### config.mk
export PLATFORM = sky130hd
export DESIGN_NAME = ppc_top
export DESIGN_NICKNAME = d
export VERILOG_FILES = /design/src/logic/ppc_pkg.sv /design/src/logic/ppc_top.sv
export SDC_FILE = /design/constraint.sdc
export NUM_CORES = 1
export LEC_CHECK = 0
export BUFFER_PORTS_ARGS = -buffer_cell sky130_fd_sc_hd__buf_2
export CORE_UTILIZATION = 41
export DETAILED_ROUTE_END_ITERATION = 8
export PLACE_DENSITY_LB_ADDON = 0.3
export RECOVER_POWER = 100
export SETUP_SLACK_MARGIN = 0.2
export SYNTH_ARGS = -nofsm -noshare
export SYNTH_HDL_FRONTEND = slang
export SYNTH_SLANG_ARGS = --single-unit
### constraint.sdc
create_clock -name hclk -period 7.2 [get_ports hclk]
set_clock_uncertainty 0.05 [all_clocks]
set_input_delay 0.36 -clock hclk [delete_from_list [all_inputs] [get_ports hclk]]
set_output_delay 0.36 -clock hclk [all_outputs]
set_load 0.05 [all_outputs]
### src/logic/ppc_pkg.sv
/*
  Constants and carrier types for the PWM predivider and PLL control block.
  Assumes a single 40 MHz bus clock and an AHB-Lite register master.
*/
package ppc_pkg;

  // ==========================================================================
  // Register map
  // ==========================================================================
  localparam logic [11:0] PPC_CFG_OFFSET  = 12'h060;
  localparam int          PPC_ADDR_W      = 12;

  // ==========================================================================
  // Field layout
  // ==========================================================================
  localparam int          PPC_PSEL_HI     = 19;
  localparam int          PPC_PSEL_LO     = 17;
  localparam int          PPC_RSV_HI      = 16;
  localparam int          PPC_RSV_LO      = 14;
  localparam int          PPC_PDN_BIT     = 13;
  localparam int          PPC_ODRV_BIT    = 12;
  localparam int          PPC_BYP_BIT     = 11;

  // ==========================================================================
  // Reset values
  // ==========================================================================
  localparam logic [2:0]  PPC_PSEL_RST    = 3'h7;
  localparam logic [2:0]  PPC_RSV_RST     = 3'h0;
  localparam logic        PPC_PDN_RST     = 1'h1;
  localparam logic        PPC_ODRV_RST    = 1'h1;
  localparam logic        PPC_BYP_RST     = 1'h1;

  // ==========================================================================
  // Divider and bus transfer constants
  // ==========================================================================
  localparam int          PPC_CNT_W       = 6;
  localparam logic [2:0]  PPC_DIV_MAXCODE = 3'h5;
  localparam logic [1:0]  PPC_HTRANS_NSEQ = 2'h2;
  localparam logic [2:0]  PPC_HSIZE_WORD  = 3'h2;

  // ==========================================================================
  // Types
  // ==========================================================================
  typedef struct packed {
    logic [2:0] pwm_predivide_sel;
    logic [2:0] reserved;
    logic       pll_power_down;
    logic       pll_output_drive_en;
    logic       bypass;
  } ppc_cfg_t;

  typedef enum logic [1:0] {
    PPC_SW_OSC = 2'b01,
    PPC_SW_PLL = 2'b10
  } ppc_sw_t;

  typedef struct packed {
    ppc_cfg_t              cfg;
    logic                  wr_pend;
    logic [PPC_ADDR_W-1:0] wr_addr;
    logic                  rd_hit;
    logic [31:0]           hrdata;
    logic [PPC_CNT_W-1:0]  pwm_cnt;
    logic                  pwm_tick;
    logic                  pll_running;
    ppc_sw_t               sw_state;
    logic                  sel_osc;
    logic                  sel_pll;
  } ppc_state_t;

endpackage

### src/logic/ppc_top.sv
/*
  Run-mode clock configuration slice: PWM predivider, PLL power-down and
  output drive control, and system clock source select, on AHB-Lite.
  Assumes the clock gating cells downstream use the mutually exclusive select outputs,
  and that the PLL and oscillator clocks are muxed outside this logic.
*/
// Register access over AHB-Lite and the register addresses were chosen for this implementation.
`timescale 1ns/100ps

module ppc_top
  import ppc_pkg::*;
#(
  parameter int ADDR_W = PPC_ADDR_W
) (
  input  wire logic              hclk,
  input  wire logic              hresetn,
  input  wire logic              clk_en,
  input  wire logic              hsel,
  input  wire logic [ADDR_W-1:0] haddr,
  input  wire logic [1:0]        htrans,
  input  wire logic              hwrite,
  input  wire logic [2:0]        hsize,
  input  wire logic              hready,
  input  wire logic [31:0]       hwdata,
  output logic      [31:0]       hrdata,
  output logic                   hreadyout,
  output logic                   hresp,
  output logic      [2:0]        pwm_predivide_sel,
  output logic                   pwm_clk_tick,
  output logic                   pll_power_down,
  output logic                   pll_output_drive_en,
  output logic                   pll_running,
  output logic                   sysclk_sel_osc,
  output logic                   sysclk_sel_pll
);

  // ==========================================================================
  // Elaboration checks
  // ==========================================================================
  if (ADDR_W != PPC_ADDR_W) begin : g_bad_addr
    $error("ppc_top: ADDR_W must match the package address width.");
  end

  // ==========================================================================
  // Helpers
  // ==========================================================================
  // Terminal count for the PWM divider; codes past the largest saturate.
  function automatic logic [PPC_CNT_W-1:0] pwm_term(input logic [2:0] sel);
    logic [2:0] eff;
    eff = (sel > PPC_DIV_MAXCODE) ? PPC_DIV_MAXCODE : sel;
    pwm_term = PPC_CNT_W'((2 << eff) - 1);
  endfunction

  function automatic logic [31:0] cfg_word(input ppc_cfg_t c);
    logic [31:0] w;
    w = '0;
    w[PPC_PSEL_HI:PPC_PSEL_LO]     = c.pwm_predivide_sel;
    w[PPC_RSV_HI:PPC_RSV_LO]       = c.reserved;
    w[PPC_PDN_BIT]                 = c.pll_power_down;
    w[PPC_ODRV_BIT]                = c.pll_output_drive_en;
    w[PPC_BYP_BIT]                 = c.bypass;
    cfg_word = w;
  endfunction

  // ==========================================================================
  // State
  // ==========================================================================
  ppc_state_t st_r;
  ppc_state_t st_nxt;
  logic       addr_ok;

  assign addr_ok = hsel && hready && htrans == PPC_HTRANS_NSEQ && hsize == PPC_HSIZE_WORD;

  always_comb begin
    st_nxt = st_r;
    // Bus data phase: commit a pending write.
    if (st_r.wr_pend) begin
      st_nxt.wr_pend = 1'b0;
      if (st_r.wr_addr == PPC_CFG_OFFSET) begin
        st_nxt.cfg.pwm_predivide_sel   = hwdata[PPC_PSEL_HI:PPC_PSEL_LO];
        st_nxt.cfg.reserved            = hwdata[PPC_RSV_HI:PPC_RSV_LO];
        st_nxt.cfg.pll_power_down      = hwdata[PPC_PDN_BIT];
        st_nxt.cfg.pll_output_drive_en = hwdata[PPC_ODRV_BIT];
        st_nxt.cfg.bypass              = hwdata[PPC_BYP_BIT];
      end
    end
    // Bus address phase.
    st_nxt.rd_hit = 1'b0;
    if (addr_ok) begin
      if (hwrite) begin
        st_nxt.wr_pend = 1'b1;
        st_nxt.wr_addr = haddr;
      end else begin
        st_nxt.hrdata = (haddr == PPC_CFG_OFFSET) ? cfg_word(st_nxt.cfg) : '0;
      end
    end
    if (st_r.pwm_cnt >= pwm_term(st_r.cfg.pwm_predivide_sel)) begin
      st_nxt.pwm_cnt  = '0;
      st_nxt.pwm_tick = 1'b1;
    end else begin
      st_nxt.pwm_cnt  = st_r.pwm_cnt + PPC_CNT_W'(1);
      st_nxt.pwm_tick = 1'b0;
    end
    st_nxt.pll_running = !st_r.cfg.pll_power_down && !st_r.cfg.pll_output_drive_en;
    unique case (st_r.sw_state)
      PPC_SW_OSC: begin
        // The oscillator is only released once the PLL can take over.
        if (!st_r.cfg.bypass && st_r.pll_running) begin
          if (st_r.sel_osc) begin
            st_nxt.sel_osc = 1'b0;
          end else begin
            st_nxt.sel_pll  = 1'b1;
            st_nxt.sw_state = PPC_SW_PLL;
          end
        end else begin
          st_nxt.sel_osc = 1'b1;
        end
      end
      PPC_SW_PLL: begin
        if (st_r.sel_pll && (st_r.cfg.bypass || !st_r.pll_running)) begin
          st_nxt.sel_pll = 1'b0;
        end else if (!st_r.sel_pll) begin
          st_nxt.sel_osc  = 1'b1;
          st_nxt.sw_state = PPC_SW_OSC;
        end
      end
    endcase
  end

  always_ff @(posedge hclk or negedge hresetn) begin
    if (!hresetn) begin
      st_r.cfg.pwm_predivide_sel   <= PPC_PSEL_RST;
      st_r.cfg.reserved            <= PPC_RSV_RST;
      st_r.cfg.pll_power_down      <= PPC_PDN_RST;
      st_r.cfg.pll_output_drive_en <= PPC_ODRV_RST;
      st_r.cfg.bypass              <= PPC_BYP_RST;
      st_r.wr_pend                 <= 1'b0;
      st_r.wr_addr                 <= '0;
      st_r.rd_hit                  <= 1'b0;
      st_r.hrdata                  <= '0;
      st_r.pwm_cnt                 <= '0;
      st_r.pwm_tick                <= 1'b0;
      st_r.pll_running             <= 1'b0;
      st_r.sw_state                <= PPC_SW_OSC;
      st_r.sel_osc                 <= 1'b1;
      st_r.sel_pll                 <= 1'b0;
    end else if (clk_en) begin
      st_r <= st_nxt;
    end
  end

  // ==========================================================================
  // Outputs
  // ==========================================================================
  assign hrdata              = st_r.hrdata;
  assign hreadyout           = 1'b1;
  assign hresp               = 1'b0;
  assign pwm_predivide_sel   = st_r.cfg.pwm_predivide_sel;
  assign pwm_clk_tick        = st_r.pwm_tick;
  assign pll_power_down      = st_r.cfg.pll_power_down;
  assign pll_output_drive_en = st_r.cfg.pll_output_drive_en;
  assign pll_running         = st_r.pll_running;
  assign sysclk_sel_osc      = st_r.sel_osc;
  assign sysclk_sel_pll      = st_r.sel_pll;

endmodule // ppc_top

==> out/results.ini <==
[global_route]
grt_pass1_wl_um = 7220
antenna_found_initial = 0
grt_max_degree = 44
grt_pass1_vias = 1552
grt_usage_pct = 15.0
grt.overflow.total = 0

[detailed_routing]
first_pass_iters = 4
drc = 0
wl_per_cell_um = 13.1
post_drt_via_cell_ratio = 4.93
drt_iter0_markers = 42
num_vias = 1667
drt-total-wl_um = 4430
antenna_left = 0

[synthesis]
syn_inst = 231
synth_top_cell_area_share_pct = 36.0
synthDistinctLibCells = 44
syn_area_per_cell_um2 = 10.5
synth_area_leaders = dfrtp_1 (36%), buf_4 (11%), mux2_2 (11%)
yosys.area.top_type = dfrtp_1
ys_seq_area_share_pct = 44.7
ys_warn_count = 0
synth.cell_area_um2 = 2430
ys_seq_elements = 43

[sta]
setup_viol = 0
slew_violations = 44
finalCritPeriodShare_pct = 37.3
period_minus_slack_ns = 2.69
fin_setup_tns_ns = 0
slew_headroom_pct = -54.1
grt_setup_unrepaired = no
fin_ws_ns = 4.51
timing.fmax_ghz = 0.372
hold_violations = 0
worstMarginPinSlew_ns = 2.31

[outcome]
violations = capacitance limit, slew limit
status = complete, but fails checks

[clocking]
path_clk_slew_ns = 0.09
cts_tree = built
postCtsResizedCells = 0
htree_levels = 2
cts_buffers = 5
cts_setup_buffers = 0
clk_latency_ns = 0.30
ctsHoldBuffers = 0
cts-root-buf = clkbuf_8
clock_path_buffers = 2
cts_sinks = 43

[place]
dp_slack_ns = 4.60
port-buffer-count = 49
dp_hpwl_um = 3180
gp_congestion = 0.790

[setup_path]
path_class = flop to flop
startpoint_type = flop
slowest_delay_ns = 0.56
worstPathArrival_ns = 2.80
cp_cell_sequence = or3_1 -> ha_1 -> xnor2_1 -> ha_1 -> nand4_1 -> o221ai_1 -> o21ai_0 -> o2bb2ai_1
crit_fanout = 9
crit_path_frequent_cell = ha_1
endpoint_kind = flop
critPathRequiredTime_ns = 7.31
slowest_stage = o221ai_1

[floorplanning]
core_um2 = 5610
die_h_um = 79.0
start_util_pct = 43.4
std_cell_rows = 27
dieWidth_um = 79.0
die_area_um2 = 6240
ios = 98

[finish]
multi_input_area_um2 = 1080
nFillCells = 562
area_delta_synth_final_pct = 8.54
utilization_pct = 47.1
regArea_um2 = 1090
drive_above_1_share_pct = 25.6
n_antenna_cell = 0
nets = 327

[power]
switching_share_pct = 34.7
power.total_w = 0.000713
p_leak_nw = 1.20
power_switching_w = 0.000247
peakVddDrop_mv = 0.137
power.internal_w = 0.000465
power_density_nw_per_um2 = 270
p_seq_share_pct = 41.9
combPwrFrac_pct = 26.6
power.share.clock_pct = 31.4

[run]
maxCapViolCount = 1

[hold_path]
hold_class = input pin to flop

==> routing by layer <==
| layer | track usage [%] | routed length [um] | vias up |
|---|---|---|---|
| li1 | - | - | 830 |
| met1 | 19.3 | 2050 | 785 |
| met2 | 23.5 | 2090 | 45 |
| met3 | 4.37 | 216 | 7 |
| met4 | 6.18 | 70 | 0 |
| met5 | 0 | 0 | - |
==> path summary, 6_finish.rpt <==
path | startpoint | to | slack, ns | cells past startpoint
worst max-delay path | pwm_predivide_sel[0]$_DFFE_PN1P_ | st_r[10]$_DFFE_PN0P_ | 4.51 | 8
worst min-delay path | haddr[5] | st_r[50]$_DFFE_PN0P_ | 0.25 | 2
worst max register to register | pwm_predivide_sel[0]$_DFFE_PN1P_ | st_r[10]$_DFFE_PN0P_ | 4.51 | 8
worst min register to register | st_r[47]$_DFFE_PN0P_ | st_r[47]$_DFFE_PN0P_ | 0.45 | 1
max in group asynchronous | hresetn | st_r[3]$_DFFE_PN0P_ | 5.08 | 1
min in group asynchronous | hresetn | st_r[61]$_DFFE_PN0P_ | 0.70 | 1
==> logic make-up after synthesis <==
family                     after synthesis  synth area share [%]
xor gates and xnor gates                 3                  1.08
and+or+nand+nor                         62                  15.5
muxes                                   23                  10.7
buffers and inverters                   51                  13.9
AOI/OAI and AO/OA                       40                  10.2
adders and majority gates                7                  3.60
DFF                                     43                  44.7
other                                    2                 0.309
==> power groups by stage <==
stage / Sequential [W] / Combinational [W] / Clock [W]
2_1_floorplan: 0.000328 / 0.000140 / 0
3_3_place_gp: 0.000303 / 0.000193 / 0
3_5_place_dp: 0.000304 / 0.000195 / 0
4_1_cts: 0.000299 / 0.000196 / 0.000231
5_1_grt: 0.000303 / 0.000208 / 0.000241
6_report: 0.000299 / 0.000190 / 0.000224
==> synthesized netlist by cell type, drive strengths merged <==
cell type,number
nor4bb,1
dfstp,8
nand2b,3
nor3,1
and3b,1
clkbuf,5
o22ai,1
mux2,23
nand4bb,1
ha,7
conb,2
o221ai,1
a31oi,1
dfrtp,35
and2,1
nand4,2
o21ai,16
and4b,1
nor3b,3
nor4,3
nor2,16
nand2,6
xor2,1
and3,1
o2bb2ai,1
or3,1
or4,2
or3b,1
nand3b,3
buf,40
a311oi,9
or2,1
xnor2,2
inv,6
nand3,12
nor4b,2
a21o,2
a21oi,9
==> registers in the layout (all words and copies together) (netlist names) <==
| register | cells |
|---|---|
| pll_running | 1 |
| st_r | 25 |
| pll_output_drive_en | 1 |
| pll_power_down | 1 |
| pwm_clk_tick | 1 |
| hrdata | 9 |
| pwm_predivide_sel | 3 |
| sysclk_sel_pll | 1 |
| sysclk_sel_osc | 1 |
==> worst max-delay path: cells and delay by family, from the launching register on <==
family	cells	cell delay, ns
AOI/OAI and AO/OA	3	0.92
xor gates and xnor gates	1	0.14
adders and majority gates	2	0.51
DFF	1	0.43
and+or+nand+nor	2	0.51
==> cell usage in the layout (no fill, tap or decap), drive strengths merged, types with 6 or more instances in the layout <==
cell type / n
dfrtp: 35
dfstp: 8
clkbuf: 25
nand3: 12
conb: 25
ha: 7
nand2: 6
buf: 29
a311oi: 9
mux2: 23
a21oi: 9
nor2: 16
inv: 6
o21ai: 16
==> cell type report <==
class,count,area share [%]
sequential,43,41.2
multi-input combinational,160,41.1
timing repair buffer,49,8.35
tap,72,3.41
clock buffer,5,2.61
clock inverter,3,2.56
inverter,6,0.853
==> through the flow <==
step	hold slack [ns]	std cells	cell area, um^2
2_1_floorplan	0.0144	254	2520
3_3_place_gp	0.429	330	2540
3_5_place_dp	0.444	330	2540
4_1_cts	0.197	338	2670
5_1_grt	0.239	338	2640
6_report	0.250	338	2640
No activity file was read; power rests on OpenSTA's default activity.
